$ cat src/shared/gcn_pkg.sv
/*
 * Constants, masks and carrier types for the global clock network.
 * Assumes every user of it writes gcn_pkg::name and never imports it.
 */
// How it works
// - sixteen global lines, each with its own tree
// - sources: pin, synth output, oscillator, core clock
// - per-line enable gate at tree root
// - gate switches at run time without runts
// - trees feed logic, memory, multipliers, interfaces
// - control pins drive set/reset/enable network
// - left pin n reaches lines n%4, n%4+4
// - right pin n reaches lines 8+n%4, 12+n%4
// - left synth outputs reach their fixed lines only
// - right synth outputs reach their fixed lines only
// - alternate pin feeds synth reference directly
// - interface clock outputs come from the tree
// - interface blocks: input, output, clock output
package gcn_pkg;

	// ------------------------------------------------------------
	// sizes
	// ------------------------------------------------------------
	localparam int LINES      = 16;
	localparam int PINS_SIDE  = 8;
	localparam int SYNTH_OUTS = 15;
	localparam int CTL_PINS   = 8;
	localparam int SYNTHS     = 5;
	localparam int IFC_N      = 4;

	// ------------------------------------------------------------
	// source routing
	// ------------------------------------------------------------
	// pin mask for the left half; the right half is this shifted by 8
	localparam logic [15:0] PIN_BASE_MASK = 16'h0011;
	localparam int          RIGHT_SHIFT   = 8;

	// synth outputs in order: tl0, tl1, tr0, tr1, br0; outputs 0..2 each
	localparam logic [15:0] SYNTH_MASK [SYNTH_OUTS] = '{
		16'h0041, 16'h0006, 16'h0006,
		16'h0088, 16'h0030, 16'h0030,
		16'h4100, 16'h0600, 16'h0600,
		16'h8800, 16'h3000, 16'h3000,
		16'h8100, 16'h0600, 16'h0600
	};

	// ------------------------------------------------------------
	// reset values
	// ------------------------------------------------------------
	localparam logic [15:0] LINE_RST    = 16'h0000;
	localparam logic [3:0]  IDX_RST     = 4'h0;

	// ------------------------------------------------------------
	// types
	// ------------------------------------------------------------
	typedef enum logic [1:0] {
		SRC_PIN,
		SRC_SYNTH,
		SRC_OSC,
		SRC_CORE
	} gcn_src_e;

	typedef struct packed {
		logic [3:0] line;
		gcn_src_e   kind;
		logic [3:0] idx;
	} gcn_cfg_s;

	typedef struct packed {
		gcn_src_e   kind;
		logic [3:0] idx;
		logic       valid;
	} gcn_sel_s;

	typedef struct packed {
		logic to_core;
		logic to_pad;
		logic clk_out;
	} gcn_ifc_s;

	typedef struct packed {
		logic [15:0] le;
		logic [15:0] mem;
		logic [15:0] mult;
		logic [15:0] io;
	} gcn_tree_s;

endpackage

$ cat src/verilog/gcn_global_clock_network.sv
/*
 * Global clock network: per-line source selection, root gating, fan-out
 * to the four sink classes, control network and interface block paths.
 * Assumes source clocks are sampled on core_clk as levels; core-made
 * clocks and enables come from logic on core_clk.
 */
module gcn_global_clock_network #(
	parameter int LINES     = gcn_pkg::LINES,
	parameter int PINS_SIDE = gcn_pkg::PINS_SIDE,
	parameter int CTL_PINS  = gcn_pkg::CTL_PINS,
	parameter int IFC_N     = gcn_pkg::IFC_N
) (
	// clock and reset
	input  wire logic                       core_clk,
	input  wire logic                       rst,
	// clock sources
	input  wire logic [PINS_SIDE-1:0]       left_pin,
	input  wire logic [PINS_SIDE-1:0]       right_pin,
	input  wire logic [gcn_pkg::SYNTH_OUTS-1:0] synth_output_clock,
	input  wire logic                       osc_clk,
	input  wire logic [LINES-1:0]           core_gen_clk,
	// configuration
	input  wire logic                       run,
	input  wire logic                       cfg_valid,
	input  wire gcn_pkg::gcn_cfg_s          cfg,
	output logic                            cfg_accept_r,
	output logic                            cfg_reject_r,
	// run-time enables
	input  wire logic [LINES-1:0]           line_en,
	// distributed trees
	output gcn_pkg::gcn_tree_s              tree_r,
	// control network
	input  wire logic [CTL_PINS-1:0]        ctl_pin,
	output logic [CTL_PINS-1:0]             le_set_r,
	output logic [CTL_PINS-1:0]             le_reset_r,
	output logic [CTL_PINS-1:0]             le_ce_r,
	// alternate inputs to synth references
	input  wire logic [gcn_pkg::SYNTHS-1:0] alt_pin,
	output logic [gcn_pkg::SYNTHS-1:0]      synth_ref_r,
	// interface blocks
	input  wire gcn_pkg::gcn_ifc_s [IFC_N-1:0] ifc_in,
	output gcn_pkg::gcn_ifc_s [IFC_N-1:0]      ifc_out_r
);

	// ------------------------------------------------------------
	// pin synchronisers
	// ------------------------------------------------------------
	localparam int SYNC_W = 2 * PINS_SIDE + gcn_pkg::SYNTH_OUTS + 1 + CTL_PINS
		+ gcn_pkg::SYNTHS + IFC_N;

	logic [SYNC_W-1:0] meta_r;
	logic [SYNC_W-1:0] sync_r;

	always_ff @(posedge core_clk) begin
		if (rst) begin
			meta_r <= '0;
			sync_r <= '0;
		end else begin
			meta_r <= {left_pin, right_pin, synth_output_clock, osc_clk, ctl_pin,
				alt_pin, ifc_in_pad(ifc_in)};
			sync_r <= meta_r;
		end
	end

	function automatic logic [IFC_N-1:0] ifc_in_pad(input gcn_pkg::gcn_ifc_s [IFC_N-1:0] v);
		logic [IFC_N-1:0] r;
		r = '0;
		for (int i = 0; i < IFC_N; i++) begin
			r[i] = v[i].to_core;
		end
		return r;
	endfunction

	logic [PINS_SIDE-1:0]           s_left;
	logic [PINS_SIDE-1:0]           s_right;
	logic [gcn_pkg::SYNTH_OUTS-1:0] s_synth;
	logic                           s_osc;
	logic [CTL_PINS-1:0]            s_ctl;
	logic [gcn_pkg::SYNTHS-1:0]     s_alt;
	logic [IFC_N-1:0]               s_ifc;

	assign {s_left, s_right, s_synth, s_osc, s_ctl, s_alt, s_ifc} = sync_r;

	// ------------------------------------------------------------
	// legality of a source for a line
	// ------------------------------------------------------------
	function automatic logic legal(input gcn_pkg::gcn_cfg_s c);
		logic [15:0] mask;
		mask = 16'h0000;
		unique case (c.kind)
			gcn_pkg::SRC_PIN: begin
				if (c.idx < 4'(PINS_SIDE)) begin
					mask = gcn_pkg::PIN_BASE_MASK << c.idx[1:0];
					if (c.line[3]) begin
						mask = mask << gcn_pkg::RIGHT_SHIFT;
					end
				end
			end
			gcn_pkg::SRC_SYNTH: begin
				if (c.idx < 4'(gcn_pkg::SYNTH_OUTS)) begin
					mask = gcn_pkg::SYNTH_MASK[c.idx];
				end
			end
			gcn_pkg::SRC_OSC: begin
				mask = 16'hffff;
			end
			gcn_pkg::SRC_CORE: begin
				mask = 16'hffff;
			end
		endcase
		return mask[c.line];
	endfunction

	// ------------------------------------------------------------
	// selection table
	// ------------------------------------------------------------
	gcn_pkg::gcn_sel_s sel_r [LINES];

	// only accepted while stopped; an illegal or late request changes nothing
	always_ff @(posedge core_clk) begin
		if (rst) begin
			for (int i = 0; i < LINES; i++) begin
				sel_r[i] <= '{kind: gcn_pkg::SRC_CORE, idx: gcn_pkg::IDX_RST, valid: 1'b0};
			end
		end else if (cfg_valid && !run && legal(cfg)) begin
			sel_r[cfg.line] <= '{kind: cfg.kind, idx: cfg.idx, valid: 1'b1};
		end
	end

	always_ff @(posedge core_clk) begin
		if (rst) begin
			cfg_accept_r <= 1'b0;
			cfg_reject_r <= 1'b0;
		end else begin
			cfg_accept_r <= cfg_valid && !run && legal(cfg);
			cfg_reject_r <= cfg_valid && (run || !legal(cfg));
		end
	end

	// ------------------------------------------------------------
	// per-line source mux and root gate
	// ------------------------------------------------------------
	logic [LINES-1:0] gated;

	genvar g;
	generate
		for (g = 0; g < LINES; g++) begin : g_line
			logic src;

			always_comb begin
				src = 1'b0;
				unique case (sel_r[g].kind)
					gcn_pkg::SRC_PIN:   src = (g < 8) ? s_left[sel_r[g].idx[2:0]]
						: s_right[sel_r[g].idx[2:0]];
					gcn_pkg::SRC_SYNTH: src = s_synth[sel_r[g].idx];
					gcn_pkg::SRC_OSC:   src = s_osc;
					gcn_pkg::SRC_CORE:  src = core_gen_clk[sel_r[g].idx];
				endcase
				src = src & sel_r[g].valid;
			end

			gcn_root_gate u_gate (
				.core_clk (core_clk),
				.rst      (rst),
				.src      (src),
				.en       (line_en[g]),
				.gated_r  (gated[g])
			);
		end
	endgenerate

	// ------------------------------------------------------------
	// tree fan-out
	// ------------------------------------------------------------
	// one stage of balance: every sink class sees the same delay
	always_ff @(posedge core_clk) begin
		if (rst) begin
			tree_r <= '{le: gcn_pkg::LINE_RST, mem: gcn_pkg::LINE_RST,
				mult: gcn_pkg::LINE_RST, io: gcn_pkg::LINE_RST};
		end else begin
			tree_r <= '{le: gated, mem: gated, mult: gated, io: gated};
		end
	end

	// ------------------------------------------------------------
	// control network
	// ------------------------------------------------------------
	always_ff @(posedge core_clk) begin
		if (rst) begin
			le_set_r   <= '0;
			le_reset_r <= '0;
			le_ce_r    <= '0;
		end else begin
			le_set_r   <= s_ctl;
			le_reset_r <= s_ctl;
			le_ce_r    <= s_ctl;
		end
	end

	// ------------------------------------------------------------
	// alternate path and interface blocks
	// ------------------------------------------------------------
	// the alternate path never touches the core-side interface signals
	always_ff @(posedge core_clk) begin
		if (rst) begin
			synth_ref_r <= '0;
		end else begin
			synth_ref_r <= s_alt;
		end
	end

	// interface i takes its clock output from tree line i
	always_ff @(posedge core_clk) begin
		if (rst) begin
			ifc_out_r <= '0;
		end else begin
			for (int i = 0; i < IFC_N; i++) begin
				ifc_out_r[i].to_core <= s_ifc[i];
				ifc_out_r[i].to_pad  <= ifc_in[i].to_pad;
				ifc_out_r[i].clk_out <= gated[i];
			end
		end
	end

endmodule

$ cat src/verilog/gcn_root_gate.sv
/*
 * Root enable gate for one global line.
 * Assumes src and en are already on core_clk; src is the sampled source.
 */
module gcn_root_gate (
	// clock and reset
	input  wire logic core_clk,
	input  wire logic rst,
	// source and enable
	input  wire logic src,
	input  wire logic en,
	// gated line
	output logic      gated_r
);

	// ------------------------------------------------------------
	// enable hold
	// ------------------------------------------------------------
	logic en_hold_r;

	// enable may only change while the source is low, so a high phase
	// already begun is never cut short and none starts mid-phase
	always_ff @(posedge core_clk) begin
		if (rst) begin
			en_hold_r <= 1'b0;
		end else if (!src) begin
			en_hold_r <= en;
		end
	end

	always_ff @(posedge core_clk) begin
		if (rst) begin
			gated_r <= 1'b0;
		end else begin
			gated_r <= src & en_hold_r;
		end
	end

endmodule

$ cat config.mk
export PLATFORM = sky130hd
export DESIGN_NAME = gcn_global_clock_network
export DESIGN_NICKNAME = d
export VERILOG_FILES = /design/src/shared/gcn_pkg.sv /design/src/verilog/gcn_global_clock_network.sv /design/src/verilog/gcn_root_gate.sv
export SDC_FILE = /design/constraint.sdc
export NUM_CORES = 1
export LEC_CHECK = 0
export BUFFER_PORTS_ARGS = -buffer_cell sky130_fd_sc_hd__clkbuf_2
export CAP_MARGIN = 30
export CORE_MARGIN = 1.5
export CORE_UTILIZATION = 50
export DETAILED_ROUTE_END_ITERATION = 7
export GPL_ROUTABILITY_DRIVEN = 1
export MAX_ROUTING_LAYER = met4
export PLACE_DENSITY = 0.71
export SETUP_SLACK_MARGIN = 0.5
export SKIP_LAST_GASP = 1
export SLEW_MARGIN = 5
export SYNTH_ARGS = -nofsm -noshare
export SYNTH_HDL_FRONTEND = slang
export SYNTH_SLANG_ARGS = --single-unit
$ cat constraint.sdc
create_clock -name core_clk -period 4.7 [get_ports core_clk]
set_clock_uncertainty 0.1 [all_clocks]
set_input_delay 0.235 -clock core_clk [delete_from_list [all_inputs] [get_ports core_clk]]
set_output_delay 0.235 -clock core_clk [all_outputs]
set_load 0.03 [all_outputs]
==> out/results.txt <==
The run finished, with violations left. The final reports fail on design-rule violations. The critical path contains buffers and inverters numbering 2 combined. For the worst flop-to-flop path, the logic depth is 6. When the netlist entered floorplanning its net count stood at 1499. The tools report the area of all sequential standard cells as 0.00659 mm2. Cells with a size suffix above 1 make up 29.6% of the layout.

The type of the worst min-delay path is primary input to register. By startpoint and endpoint, the worst setup path is classified as primary input to register. By area the synthesized netlist is led by sky130_fd_sc_hd__dfxtp_1, sky130_fd_sc_hd__mux4_2, sky130_fd_sc_hd__edfxtp_1. The count of clock tree sinks is 281. During I/O placement, the number of pins put on the boundary was 210. Number of distinct library cell variants in the gate-level netlist after synthesis: 60. For this run, the leading register cell type out of synthesis is sky130_fd_sc_hd__dfxtp_1. For the pin with the worst max-slew slack, the measured transition is 1.10 ns. The detailed-routing iteration count for the pre-antenna-repair pass came out at 8. The post-synthesis async set-or-reset flop share is 0%, and the number of standard-cell rows in the floorplan is 64. For this design, the slowest cell found on the critical path is sky130_fd_sc_hd__o31ai_1. The final worst hold slack is 0.00573 ns.

The total overflow left after global routing is 0. Summing the areas of all compound-gate instances in the mapped netlist gives 8.87% of the synthesized area. The logs give 0.00799 mm2 for the total area of multi-input combinational cells and 28.7 mm for the detailed-placement wirelength estimate.

The tools report the worst supply voltage drop on vdd as 0.325 mV. The repair_antennas step left the layout with diodes totalling 0. STA classifies the critical path endpoint as a register. The vias per cell is 6.40, and the x dimension of the die is 180 um. In this run the critical register-to-register path is captured at g_line[1].u_gate.en_hold_r.

For this run, design rule violations remaining after detail routing come to 29. The routed layout has 12242 vias. The worst endpoint required time is 4.79 ns, and the area share of and/or/nand/nor cells after synthesis is 15.9%.

Clock transition at the registers of the reported paths: 0.06 ns. The number of setup buffers added after CTS is 0. The initial core utilization was 51.2%; the maximum net fanout on the critical path was 28. Max-cap violations in this run came to 0. The total global routing track utilization is 28.6%, and the share of the synthesized netlist area taken by xor and xnor gates is 0%. Setup slack on the worst reg-to-reg path comes out at 1.81 ns. The clock network is responsible for 39.7% of the overall power. The floorplan step defined a die boundary enclosing 0.0325 mm2. For this run, the number of Yosys warnings is 0. Combinational cells account for 12.4% of the total power.

The critical path runs through a total of 9 cells. The net count of the finished layout is 1603. The count of H-tree levels built during CTS is 1, and the internal cell power is 4.39 mW. In the synthesized netlist, the number of instances is 1391.

For the remaining antenna violation count after routing, the log shows 0. Grouping stages by cell kind, the critical path spends the most delay in compound AO/OA/AOI/OAI gates. Entering global routing, the biggest net connects 84 pins. TritonCTS built the clock tree.

The run gives 0 as the final count of negative-setup-slack endpoints. The multiplexer area fraction after synthesis is 25.6%. Compared with the post-synthesis result, the final layout area differs by 14.2%. Cell chosen for the clock root: sky130_fd_sc_hd__clkbuf_16. Setup repair after global routing left no endpoint under its margin. The number of DRC violations after detailed-routing iteration 0 was 1565. The later pin in the worst-skew pair is clocked with a latency of 0.57 ns. The tools report the leakage power of the design as 6.69 nW. Of the post-synthesis cell area, the dominant cell type holds 23.5%. The startpoint identified for the worst register-to-register timing path is sel_r[1][1]. The dominant combinational cell family by area after synthesis is multiplexers. During placement, the flow inserted port buffers numbering 205. Post-CTS repair changed the size of 0 cells. For the number of buffers inserted during clock tree synthesis, the log shows 29. The end point of the critical path was sel_r[5][1]. The run gives 2471 as the final-layout fill cell count.

At the end of routability-driven placement, the weighted congestion stood at 0.920. The number of antenna violations at the first check in global routing came out at 0. The most common cell in the synthesized netlist is sky130_fd_sc_hd__dfxtp_1.

The arithmetic-cell share of the synthesized area counting full adders, half adders and majority gates is 0.398%, and the maximum buffer depth of the clock tree is 3. Peak per-stage delay on the critical path: 0.91 ns. Synthesis inferred 281 register bits. The commonest cells after synthesis are sky130_fd_sc_hd__dfxtp_1, sky130_fd_sc_hd__nor2b_1, sky130_fd_sc_hd__mux4_2, sky130_fd_sc_hd__clkbuf_1, sky130_fd_sc_hd__edfxtp_1. For the sum of routed wire length over all layers, the log shows 45.6 mm. The highest clock rate came out at 310 MHz. For this design the ratio of total power to cell area is 329 mW/mm2. The total power draw is 5.91 mW, and the mean area per synthesized cell is 11.3 um2. For the final core utilization, the log shows 58.4%. Net switching power: 1.52 mW. The logs give 41.9% for the share of the yosys chip area belonging to registers and 0 for the count of endpoints failing hold in the final timing report.

After synthesis the cells add up to 0.0157 mm2. The worst setup path startpoint was cfg[1]. The signal on the critical path passes through clkbuf_2 -> inv_1 -> ha_1 -> or3b_1 -> a211o_1 -> a21o_1 -> a211oi_4 -> o2111ai_4 -> o31ai_1. The floorplan step defined a core boundary enclosing 0.0307 mm2. From bottom edge to top edge, the die measures 180 um. The share of the clock period used by the worst path was 68.6%; the post-route setup TNS was 0 ns. The via count of the first global-routing pass came out at 11909.

Sequential cells account for 48.0% of the total power. Counting I/O delays and the setup requirement, the final critical path takes 3.22 ns. Of all cell types, the one taking the most synthesized area is sky130_fd_sc_hd__dfxtp_1. The arrival time of the worst setup path is 3.31 ns, and the first-pass GRT wire length is 69.1 mm.

In this run the tightest slew margin relative to its limit is 26.9%. The number of pins with negative max-slew slack in the final report came out at 0. After detailed routing, the average wire length per cell comes to 23.8 um.

Of the total power, the share spent switching nets is 25.7%. The synthesized design contains 96 enable-type register cells. The worst setup path is launched from a primary input.
## worst reg2reg max path, cell delays in order (launching register included)
cell and delay (ns):
sky130_fd_sc_hd__edfxtp_1 0.75, sky130_fd_sc_hd__mux4_2 0.60, sky130_fd_sc_hd__mux4_2 0.46, sky130_fd_sc_hd__nand2_1 0.10
sky130_fd_sc_hd__o31ai_1 0.07, sky130_fd_sc_hd__a31oi_1 0.49, sky130_fd_sc_hd__mux2i_1 0.26
## timing repair
item,in CTS,in global routing
hold endpoints to repair,70,0
hold buffers,70,0
endpoints found under the setup margin,0,0
## metal layers
layer / GRT usage, % / up-vias / share of wire, %
met5: - / - / 0
met4: 11.6 / 0 / 3.6
met3: 8.83 / 149 / 13
met2: 43.5 / 891 / 46
met1: 35.6 / 5883 / 37
li1: - / 5319 / -
## power groups by stage
stage	logic (mW)	clock network, mW	registers, mW
after detailed placement	0.660	0	2.88
after global placement	0.649	0	2.87
after global routing	0.777	2.48	2.85
final	0.730	2.34	2.83
after CTS	0.711	2.37	2.83
after floorplan	0.579	0	2.74
## cell type report
class,instances,area share (%)
Timing Repair Buffer,287,10.3
Clock inverter,11,0.550
Inverter,18,0.376
Clock buffer,42,4.94
Tap cell,396,2.76
Multi-Input combinational cell,878,44.5
Sequential cell,281,36.7
## metrics by stage
| step | worst slack [ns] | instances | instance area, um2 |
|---|---|---|---|
| finish | 1.48 | 1913 | 18000 |
| global route | 1.25 | 1913 | 18000 |
| detailed placement | 0.807 | 1787 | 16200 |
| CTS | 1.40 | 1910 | 17900 |
| global placement | 0.942 | 1787 | 16200 |
| floorplan | 1.63 | 1391 | 15700 |
## layout by cell type, fill, tap and decap left out, types with 8 or more instances in the layout
cell type	n
sky130_fd_sc_hd__a32o_1	8
sky130_fd_sc_hd__clkbuf_16	33
sky130_fd_sc_hd__mux2i_1	55
sky130_fd_sc_hd__o311a_1	15
sky130_fd_sc_hd__mux4_2	148
sky130_fd_sc_hd__buf_4	10
sky130_fd_sc_hd__nand3_1	29
sky130_fd_sc_hd__a211oi_1	19
sky130_fd_sc_hd__nor2_1	52
sky130_fd_sc_hd__a21oi_1	20
sky130_fd_sc_hd__dfxtp_1	185
sky130_fd_sc_hd__mux2_2	13
sky130_fd_sc_hd__a31oi_1	8
sky130_fd_sc_hd__dlygate4sd3_1	70
sky130_fd_sc_hd__a2111oi_0	9
sky130_fd_sc_hd__nor2b_1	155
sky130_fd_sc_hd__edfxtp_1	96
sky130_fd_sc_hd__nor3_1	73
sky130_fd_sc_hd__nand2b_1	20
sky130_fd_sc_hd__o21ai_0	56
sky130_fd_sc_hd__inv_1	16
sky130_fd_sc_hd__clkbuf_2	204
sky130_fd_sc_hd__nand3b_1	14
sky130_fd_sc_hd__o31ai_1	14
sky130_fd_sc_hd__and3_1	9
sky130_fd_sc_hd__o32ai_1	8
sky130_fd_sc_hd__nand2_1	90
## registers in the layout, summed over array words and instances, names as in the netlist
register / cells
sel_r: 112
meta_r: 49
sync_r: 49
g_line.u_gate.en_hold_r: 16
g_line.u_gate.gated_r: 16
tree_r: 16
ifc_out_r: 8
le_ce_r: 8
synth_ref_r: 5
cfg_accept_r: 1
cfg_reject_r: 1
## worst min-delay path by stage
| stage | slack [ns] | start | cells past startpoint | to |
|---|---|---|---|---|
| 2_1_floorplan | 0.26 | ifc_in[10] | 1 | ifc_out_r[10] |
| 3_3_place_gp | 0.32 | sync_r[2] | 1 | ifc_out_r[8] |
| 3_5_place_dp | 0.32 | g_line[10].u_gate.gated_r | 1 | tree_r[26] |
| 4_1_cts | 0.002 | rst | 3 | cfg_accept_r |
| 5_1_grt | 0.04 | rst | 3 | cfg_accept_r |
| 6_report | 0.006 | rst | 3 | cfg_accept_r |
## logic make-up (layout without fill, tap and decap cells)
| kind of cell | count (synthesis) | after routing |
|---|---|---|
| buffers and inverters | 232 | 358 |
| muxes | 216 | 216 |
| and+or+nand+nor | 467 | 467 |
| adders and majority gates | 5 | 5 |
| DFF | 281 | 281 |
| AOI/OAI and AO/OA | 190 | 190 |
No activity file was read; power rests on OpenSTA's default activity.
